**src/core/svd_consts.svh**
```systemverilog
/*
  offsets, field positions and reset values of the supply level detector.
  assumes inclusion by bare name from the top module only.
*/
`ifndef SVD_CONSTS_SVH
`define SVD_CONSTS_SVH

// register byte offsets
`define SVD_OFF_CTRL      5'h00
`define SVD_OFF_CTRL_CLR  5'h04
`define SVD_OFF_CTRL_SET  5'h08
`define SVD_OFF_CTRL_INV  5'h0c
`define SVD_OFF_IRQ_STS   5'h10
`define SVD_OFF_IRQ_MASK  5'h14

// control register fields
`define SVD_BIT_EN        15
`define SVD_BIT_STOP_IN_IDLE      13
`define SVD_BIT_DIR       11
`define SVD_BIT_BGST      10
`define SVD_BIT_REFST     9
`define SVD_BIT_EVT       8
`define SVD_LVL_MSB       3
`define SVD_LVL_LSB       0
`define SVD_CTRL_WMASK    32'h0000_a80f

// trip level codes
`define SVD_LVL_EXT       4'hf
`define SVD_LVL_MIN_OK    4'h5

// interrupt status fields
`define SVD_IRQ_EVT       0
`define SVD_IRQ_REF       1
`define SVD_IRQ_WMASK     32'h0000_0003

// reset values
`define SVD_CTRL_RST      32'h0000_0000
`define SVD_IRQ_RST       32'h0000_0000

`endif

```
**src/core/svd_pkg.sv**
```systemverilog
/*
  types of the supply level detector.
  assumes svd_consts.svh beside it.
*/
package svd_pkg;
  typedef struct packed {
    logic       en;
    logic       stop_in_idle;
    logic       dir;
    logic [3:0] level;
  } svd_ctrl_s;

  typedef enum logic [1:0] {
    SVD_LVL_RESERVED,
    SVD_LVL_SUPPLY,
    SVD_LVL_EXTERNAL
  } svd_lvl_e;
endpackage

```
**src/core/svd_top.sv**
```systemverilog
/*
  supply level detector control: apb slave with control register and its
  clear/set/invert aliases, sticky interrupt status and mask, comparator
  synchroniser and event gating.
  assumes an analog comparator that drives asynchronous compare levels and
  stability levels, and an idle indication synchronous to pclk.
*/
// Overview of operation
// RULE1: bit 15 of the control register enables the detector when set.
// RULE2: bit 13 set halts the detector while the device idles.
// RULE3: bit 11 picks the event: one for at or above trip, zero for at or below.
// RULE4: read-only bit 10 shows that the band gap is stable.
// RULE5: read-only bit 9 shows reference stability and only then may events flag.
// RULE6: software keeps the interrupt masked until the reference is stable.
// RULE7: read-only bit 8 is one while a detection event is active.
// RULE8: bits 10 to 8 are hardware owned, ignore writes, and all fields reset to 0.
// RULE9: trip code 1111 compares the external sense pin with the band gap.
// RULE10: codes 1110 down to 0101 pick supply trip points from lowest to highest.
// RULE11: software never programs the reserved codes 0100 to 0000.
// RULE12: bits 31-16, 14, 12 and 7-4 read zero and ignore writes.
// RULE13: a crossing in the chosen direction sets the detector interrupt flag.
// RULE14: offsets 0x4, 0x8 and 0xc clear, set and invert writable control bits.
// RULE15: the comparator output is synchronised and the event follows it.
// RULE16: while disabled or stopped in idle, event and flag stay inactive.
`timescale 1ns/10ps
`include "svd_consts.svh"

module svd_top #(
  parameter int ADDR_W      = 8,
  parameter int SYNC_STAGES = 2
) (
  // apb slave
  input  wire logic              pclk,
  input  wire logic              presetn,
  input  wire logic              psel,
  input  wire logic              penable,
  input  wire logic              pwrite,
  input  wire logic [ADDR_W-1:0] paddr,
  input  wire logic [31:0]       pwdata,
  input  wire logic [3:0]        pstrb,
  output logic      [31:0]       prdata,
  output logic                   pready,
  output logic                   pslverr,
  // analog comparator side
  input  wire logic              cmp_ge_async,
  input  wire logic              cmp_le_async,
  input  wire logic              bandgap_ok_async,
  input  wire logic              reference_ok_async,
  output logic                   detector_on,
  output logic                   external_sense_sel,
  output logic      [3:0]        trip_code,
  // system
  input  wire logic              idle_mode,
  output logic                   irq
);

  // the decode slices paddr above bit 4, so at least one upper bit must exist
  if (ADDR_W < 6 || ADDR_W > 32) begin
    $error("svd_top: ADDR_W must be 6..32");
  end
  if (SYNC_STAGES < 2) begin
    $error("svd_top: SYNC_STAGES must be at least 2");
  end

  function automatic logic [31:0] strb_mask(input logic [3:0] s);
    strb_mask = {{8{s[3]}}, {8{s[2]}}, {8{s[1]}}, {8{s[0]}}};
  endfunction

  function automatic svd_pkg::svd_lvl_e lvl_class(input logic [3:0] code);
    if (code == `SVD_LVL_EXT)
      lvl_class = svd_pkg::SVD_LVL_EXTERNAL;
    else if (code >= `SVD_LVL_MIN_OK)
      lvl_class = svd_pkg::SVD_LVL_SUPPLY;
    else
      lvl_class = svd_pkg::SVD_LVL_RESERVED;
  endfunction

  svd_pkg::svd_ctrl_s ctrl_q;
  logic [31:0]        ctrl_word;
  logic [31:0]        wmask;
  logic [31:0]        irq_sts_q;
  logic [31:0]        irq_mask_q;
  logic [31:0]        prdata_q;
  logic               pready_q;
  logic               pslverr_q;
  logic               on_q;
  logic               ext_q;
  logic [3:0]         code_q;
  logic               irq_q;
  logic               bg_q;
  logic               ref_q;
  logic               evt_q;
  logic               evt_d;
  logic               setup;
  logic               access;
  logic               hit_ctrl;
  logic               hit_clr;
  logic               hit_set;
  logic               hit_inv;
  logic               hit_sts;
  logic               hit_mask;
  logic               mapped;
  logic [4:0]         off;
  logic [31:0]        sts_set;
  logic [SYNC_STAGES-1:0] ge_sync_q;
  logic [SYNC_STAGES-1:0] le_sync_q;
  logic [SYNC_STAGES-1:0] bg_sync_q;
  logic [SYNC_STAGES-1:0] ref_sync_q;

  // bus decode; upper address bits must be zero for a hit
  assign setup    = psel & ~penable;
  assign access   = psel & penable & pready_q;
  assign off      = paddr[4:0];
  assign mapped   = (paddr[1:0] == 2'b00) && (paddr[ADDR_W-1:5] == '0)
                    && (off <= `SVD_OFF_IRQ_MASK);
  assign hit_ctrl = mapped && (off == `SVD_OFF_CTRL);
  assign hit_clr  = mapped && (off == `SVD_OFF_CTRL_CLR);
  assign hit_set  = mapped && (off == `SVD_OFF_CTRL_SET);
  assign hit_inv  = mapped && (off == `SVD_OFF_CTRL_INV);
  assign hit_sts  = mapped && (off == `SVD_OFF_IRQ_STS);
  assign hit_mask = mapped && (off == `SVD_OFF_IRQ_MASK);
  assign wmask    = strb_mask(pstrb) & `SVD_CTRL_WMASK; // RULE8 RULE12

  // unimplemented bits stay zero because only declared fields are placed
  always_comb begin
    ctrl_word = 32'h0000_0000;
    ctrl_word[`SVD_BIT_EN] = ctrl_q.en; // RULE1
    ctrl_word[`SVD_BIT_STOP_IN_IDLE] = ctrl_q.stop_in_idle; // RULE2
    ctrl_word[`SVD_BIT_DIR] = ctrl_q.dir; // RULE3
    ctrl_word[`SVD_BIT_BGST] = bg_q; // RULE4
    ctrl_word[`SVD_BIT_REFST] = ref_q; // RULE5
    ctrl_word[`SVD_BIT_EVT] = evt_q; // RULE7
    ctrl_word[`SVD_LVL_MSB:`SVD_LVL_LSB] = ctrl_q.level;
  end

  // control register and its aliases, written on the access edge only
  always_ff @(posedge pclk or negedge presetn) begin
    if (!presetn) begin
      ctrl_q <= svd_pkg::svd_ctrl_s'(7'h00); // RULE8
    end else if (access && pwrite) begin
      if (hit_ctrl) begin
        ctrl_q.en <= wmask[`SVD_BIT_EN] ? pwdata[`SVD_BIT_EN] : ctrl_q.en;
        ctrl_q.stop_in_idle <= wmask[`SVD_BIT_STOP_IN_IDLE] ? pwdata[`SVD_BIT_STOP_IN_IDLE] : ctrl_q.stop_in_idle;
        ctrl_q.dir <= wmask[`SVD_BIT_DIR] ? pwdata[`SVD_BIT_DIR] : ctrl_q.dir;
        if (wmask[0])
          ctrl_q.level <= pwdata[3:0];
      end else if (hit_clr || hit_set || hit_inv) begin // RULE14
        if (wmask[`SVD_BIT_EN] && pwdata[`SVD_BIT_EN])
          ctrl_q.en <= hit_set | (hit_inv & ~ctrl_q.en);
        if (wmask[`SVD_BIT_STOP_IN_IDLE] && pwdata[`SVD_BIT_STOP_IN_IDLE])
          ctrl_q.stop_in_idle <= hit_set | (hit_inv & ~ctrl_q.stop_in_idle);
        if (wmask[`SVD_BIT_DIR] && pwdata[`SVD_BIT_DIR])
          ctrl_q.dir <= hit_set | (hit_inv & ~ctrl_q.dir);
        if (wmask[0])
          ctrl_q.level <= hit_set ? (ctrl_q.level | pwdata[3:0]) :
                          hit_inv ? (ctrl_q.level ^ pwdata[3:0]) :
                                    (ctrl_q.level & ~pwdata[3:0]);
      end
    end
  end

  // apb answer: no wait state; prdata and pready come from flops loaded in the setup cycle
  always_ff @(posedge pclk or negedge presetn) begin
    if (!presetn) begin
      pready_q  <= 1'b0;
      pslverr_q <= 1'b0;
      prdata_q  <= 32'h0000_0000;
    end else begin
      pready_q  <= setup;
      pslverr_q <= setup & ~mapped;
      if (setup && !pwrite) begin
        prdata_q <= (hit_ctrl | hit_clr | hit_set | hit_inv) ? ctrl_word :
                    hit_sts  ? irq_sts_q :
                    hit_mask ? irq_mask_q : 32'h0000_0000;
      end else if (setup) begin
        prdata_q <= 32'h0000_0000;
      end
    end
  end

  // synchronisers: stage 0 feeds only stage 1; flushed while the analog side is
  // unpowered, so its wander cannot reach the flags in the cycle after power-up
  always_ff @(posedge pclk or negedge presetn) begin
    if (!presetn) begin
      ge_sync_q  <= '0;
      le_sync_q  <= '0;
      bg_sync_q  <= '0;
      ref_sync_q <= '0;
    end else if (!on_q) begin
      ge_sync_q  <= '0;
      le_sync_q  <= '0;
      bg_sync_q  <= '0;
      ref_sync_q <= '0;
    end else begin
      ge_sync_q  <= {ge_sync_q[SYNC_STAGES-2:0], cmp_ge_async}; // RULE15
      le_sync_q  <= {le_sync_q[SYNC_STAGES-2:0], cmp_le_async}; // RULE15
      bg_sync_q  <= {bg_sync_q[SYNC_STAGES-2:0], bandgap_ok_async};
      ref_sync_q <= {ref_sync_q[SYNC_STAGES-2:0], reference_ok_async};
    end
  end

  // analog steering; a reserved code keeps the detector powered down
  always_ff @(posedge pclk or negedge presetn) begin
    if (!presetn) begin
      on_q   <= 1'b0;
      ext_q  <= 1'b0;
      code_q <= 4'h0;
    end else begin
      on_q <= ctrl_q.en // RULE1
              & ~(idle_mode & ctrl_q.stop_in_idle) // RULE2
              & (lvl_class(ctrl_q.level) != svd_pkg::SVD_LVL_RESERVED); // RULE11
      ext_q  <= lvl_class(ctrl_q.level) == svd_pkg::SVD_LVL_EXTERNAL; // RULE9
      code_q <= ctrl_q.level; // RULE10
    end
  end

  // hardware owned flags; cleared while the detector is off
  assign evt_d = on_q & ref_q & (ctrl_q.dir ? ge_sync_q[SYNC_STAGES-1] // RULE3
                                            : le_sync_q[SYNC_STAGES-1]);

  always_ff @(posedge pclk or negedge presetn) begin
    if (!presetn) begin
      bg_q  <= 1'b0; // RULE8
      ref_q <= 1'b0;
      evt_q <= 1'b0;
    end else begin
      bg_q  <= on_q & bg_sync_q[SYNC_STAGES-1]; // RULE4
      ref_q <= on_q & ref_sync_q[SYNC_STAGES-1]; // RULE5
      evt_q <= evt_d; // RULE7 RULE15 RULE16
    end
  end

  // sticky status: a new event beats a simultaneous write-one clear
  always_comb begin
    sts_set = 32'h0000_0000;
    sts_set[`SVD_IRQ_EVT] = evt_d & ~evt_q; // RULE13
    sts_set[`SVD_IRQ_REF] = on_q & ref_sync_q[SYNC_STAGES-1] & ~ref_q;
  end

  always_ff @(posedge pclk or negedge presetn) begin
    if (!presetn) begin
      irq_sts_q <= `SVD_IRQ_RST;
    end else if (access && pwrite && hit_sts) begin
      irq_sts_q <= (irq_sts_q & ~(pwdata & strb_mask(pstrb))) | sts_set;
    end else begin
      irq_sts_q <= irq_sts_q | sts_set; // RULE13
    end
  end

  // mask resets closed, so nothing fires before software opens it
  always_ff @(posedge pclk or negedge presetn) begin
    if (!presetn) begin
      irq_mask_q <= `SVD_IRQ_RST;
    end else if (access && pwrite && hit_mask) begin
      irq_mask_q <= ((irq_mask_q & ~strb_mask(pstrb)) | (pwdata & strb_mask(pstrb)))
                    & `SVD_IRQ_WMASK;
    end
  end

  always_ff @(posedge pclk or negedge presetn) begin
    if (!presetn) begin
      irq_q <= 1'b0;
    end else begin
      irq_q <= |(irq_sts_q & irq_mask_q); // RULE6
    end
  end

  assign prdata             = prdata_q;
  assign pready             = pready_q;
  assign pslverr            = pslverr_q;
  assign detector_on        = on_q;
  assign external_sense_sel = ext_q;
  assign trip_code          = code_q;
  assign irq                = irq_q;
endmodule

```
**config.mk**
```make
export PLATFORM = sky130hd
export DESIGN_NAME = svd_top
export DESIGN_NICKNAME = d
export VERILOG_FILES = /design/src/core/svd_pkg.sv /design/src/core/svd_top.sv
export VERILOG_INCLUDE_DIRS = /design/src /design/src/core
export SDC_FILE = /design/constraint.sdc
export NUM_CORES = 1
export LEC_CHECK = 0
export ABC_AREA = 1
export CORE_MARGIN = 4
export CORE_UTILIZATION = 45
export DETAILED_ROUTE_END_ITERATION = 6
export DONT_BUFFER_PORTS = 1
export GPL_TIMING_DRIVEN = 0
export MAX_ROUTING_LAYER = met4
export PLACE_DENSITY = 0.57
export RECOVER_POWER = 100
export SYNTH_ARGS = -nofsm -noshare
export SYNTH_HDL_FRONTEND = slang
export SYNTH_SLANG_ARGS = --single-unit
```
**constraint.sdc**
```tcl
create_clock -name pclk -period 1.4 [get_ports pclk]
set_input_delay 0.28 -clock pclk [delete_from_list [all_inputs] [get_ports pclk]]
set_output_delay 0.28 -clock pclk [all_outputs]
set_load 0.005 [all_outputs]
```
==> flow_metrics.env <==
export IMPL_status="finished with violations"
export IMPL_violations="hold timing"
export IMPL_portBuffers=0
export IMPL_regToRegStartpoint="ctrl_q[3]"
export IMPL_reg2reg_depth=8
export IMPL_numCtsBuffers=9
export IMPL_fmaxAchievable_mhz=741
export IMPL_ir_worst_vdd_mv=0.478
export IMPL_clock_sinks=93
export IMPL_synth_most_common_cell="nand2_1"
export IMPL_synth_common_cells="nand2_1, dfrtp_1, inv_1, nand3_1, a31oi_1"
export IMPL_power_frac_comb_pct=4.1
export IMPL_routedWlPerCell_um=15.5
export IMPL_p_sw_mw=1.16
export IMPL_place_hpwl_um=7090
export IMPL_initial_core_util_pct=46.5
export IMPL_grt_pass1_vias=3120
export IMPL_clockBufferDepth=2
export IMPL_stdcell_count=639
export IMPL_p_int_mw=3.52
export IMPL_pwr_density_cell_nw_per_um2=937
export IMPL_gp_congestion=0.824
export IMPL_crit_required_ns=1.67
export IMPL_drt_vias_per_instance=5.00
export IMPL_hp_class="primary input to asynchronous set/reset pin"
export IMPL_end_kind="flip-flop"
export IMPL_setup_viol=0
export IMPL_area_delta_synth_final_pct=15.0
export IMPL_first_pass_iters=4
export IMPL_dpl_cell_count=591
export IMPL_grt_setup_unrepaired="true"
export IMPL_switching_share_pct=24.8
export IMPL_fin_skew_ns=0.0120
export IMPL_synthArstFlopShare_pct=100
export IMPL_power_leakage_nw=2.55
export IMPL_drc_errors=0
export IMPL_reg2reg_setup_slack_ns=0.05
export IMPL_drive_gt1_share_pct=12.7
export IMPL_postSynthAreaPerCell_um2=9.39
export IMPL_synthesis_nets=524
export IMPL_grt_pass1_wl_um=16000
export IMPL_drv_slew=0
export IMPL_grt_usage_pct=18.6
export IMPL_arrival_ns=1.62
export IMPL_power_total_mw=4.68
export IMPL_synth_distinct_cells=35
export IMPL_worstSetupStartpointType="primary input"
export IMPL_area_sequential_um2=2330
export IMPL_critical_path_class="primary input to flip-flop"
export IMPL_vias=3198
export IMPL_multiInputGateArea_um2=1620
export IMPL_timing_rr_end="ctrl_q[3]"
export IMPL_drt_wl_total_um=9870
export IMPL_synth_edff_count=0
export IMPL_crit_path_start="paddr[6]"
export IMPL_synthFlopType="dfrtp_1"
export IMPL_fin_hold_ws_ns=-0.399
export IMPL_fin_crit_sh_pct=96.5
export IMPL_maxCapViolCount=0
export IMPL_clkPwrFrac_pct=38.3
export IMPL_die_h_um=106
export IMPL_cp_max_fo=10
export IMPL_max_slew_worst_pin_slew_ns=0.611
export IMPL_clk_latency_ns=0.36
export IMPL_synth_area_um2=4340
export IMPL_fillers=876
export IMPL_slew_headroom_pct=59.2
export IMPL_antenna_found_initial=0
export IMPL_yosysTopAreaCell="dfrtp_1"
export IMPL_min_period_ns=1.35
export IMPL_ys_seq_elements=93
export IMPL_seq_area_frac_synth_pct=53.6
export IMPL_pin_count=95
export IMPL_first_iter_violations=182
export IMPL_synth_warnings=0
export IMPL_hold_violations=93
export IMPL_final_nets=567
export IMPL_syn_inst=462
export IMPL_diodes=0
export IMPL_clk_pin_slew_worst_paths_ns=0.10
export IMPL_p_seq_share_pct=57.6
export IMPL_postRouteAntennaNets=0
export IMPL_dieArea_um2=11300
export IMPL_num_rows=35
export IMPL_grt_overflow_total=0
export IMPL_cts_htree_levels=3
export IMPL_core_area_um2=9330
export IMPL_ys_top_cells_by_area="dfrtp_1, nand2_1, inv_1, o31ai_4, a31oi_1"
export IMPL_cts_root_buf="clkbuf_8"
export IMPL_cts_tree="yes"
export IMPL_grt_max_degree=94
export IMPL_die_w_um=106
export IMPL_yosys_area_top_type_share_pct=53.6
per-layer routing:
| layer | up-vias | track usage, % | wire [µm] | part of all wire (%) |
|---|---|---|---|---|
| met5 | - | - | 0 | 0 |
| met4 | 0 | 4.16 | 86 | 0.87 |
| met3 | 8 | 6.01 | 667 | 6.8 |
| met2 | 85 | 28.6 | 4640 | 47 |
| met1 | 1541 | 24.1 | 4480 | 45 |
| li1 | 1564 | - | - | - |
worst max-delay path by stage:
stage / end / slack, ns / cells after the start
3_5_place_dp: irq_sts_q[19] / -0.33 / 7
5_1_grt: flip-flop / -0.05 / 8
3_3_place_gp: irq_sts_q[9] / -0.28 / 7
2_1_floorplan: prdata[17] / 0.0003 / 7
6_report: prdata[25] / 0.05 / 7
4_1_cts: ctrl_q[1] / 0.01 / 8
critical path, stage by stage:
cell,delay [ns]
nor2_1,0.09
nand2_1,0.12
nor2_4,0.33
nand3_4,0.13
clkbuf_2,0.26
buf_8,0.23
o31ai_4,0.17
flip-flops by register name, summed over array words and instances (netlist names), 2 cells and up, named ones only:
name        flops
ref_sync_q      2
ctrl_q          7
prdata         32
irq_sts_q      32
ge_sync_q       2
trip_code       4
bg_sync_q       2
le_sync_q       2
area by class of cell:
type                    count  area share [%]
plain buffers              17            2.01
flip-flops and latches     93            46.7
inverters                  76            5.72
clock inverters             6            1.28
repair buffers             32            5.89
well taps                 129            3.24
multi-input cells         276            32.4
clock buffers              10            2.76
layout by cell type, fill, tap and decap left out, types with 9 or more instances in the layout:
cell | Yosys | layout
a21oi_1 | 9 | 9
a31oi_1 | 22 | 22
clkbuf_1 | 6 | 9
clkbuf_8 | 0 | 10
dfrtp_1 | 93 | 91
dlygate4sd3_1 | 0 | 26
inv_1 | 72 | 70
nand2_1 | 120 | 120
nand3_1 | 23 | 23
nor2_1 | 20 | 21
o21ai_0 | 10 | 10
o31ai_1 | 12 | 12
o31ai_4 | 10 | 10
timing repair:
item                       in CTS  in global routing
setup endpoints to repair      32                 29
hold buffers                   21                  5
hold endpoints to repair      114                 98
gates resized for setup         0                 11
pin swaps                       1                  1
buffers inserted                2                  4
power groups by stage:
stage / clock network, mW / registers, mW / logic [mW]
floorplan: 0 / 2.74 / 0.102
global placement: 0 / 2.74 / 0.131
detailed placement: 0 / 2.74 / 0.132
CTS: 1.86 / 2.69 / 0.184
global route: 1.98 / 2.69 / 0.214
finish: 1.79 / 2.69 / 0.193
metrics by stage:
step / util, % / hold slack [ns] / setup slack [ns] / area [µm²] / TNS [ns]
6_report: 53.5 / -0.399 / 0.0496 / 4990 / 0
5_1_grt: 53.5 / -0.439 / -0.0466 / 4990 / -0.504
4_1_cts: 52.8 / -0.424 / 0.0144 / 4930 / 0
3_5_place_dp: 48.2 / -0.0131 / -0.327 / 4500 / -12.93
3_3_place_gp: 48.2 / -0.0130 / -0.281 / 4500 / -11.10
2_1_floorplan: - / -0.0156 / 0.000346 / 4340 / 0
logic make-up (layout without fill, tap and decap cells):
logic type / after synthesis / after routing / synth area share [%]
buffers and inverters: 93 / 141 / 9.03
adder cells (fa/ha/maj): 8 / 8 / 2.31
AND/OR/NAND/NOR: 195 / 195 / 21.2
AO/OA/AOI/OAI: 73 / 73 / 13.8
flip-flops: 93 / 93 / 53.6
(Power assumes the default switching activity.)
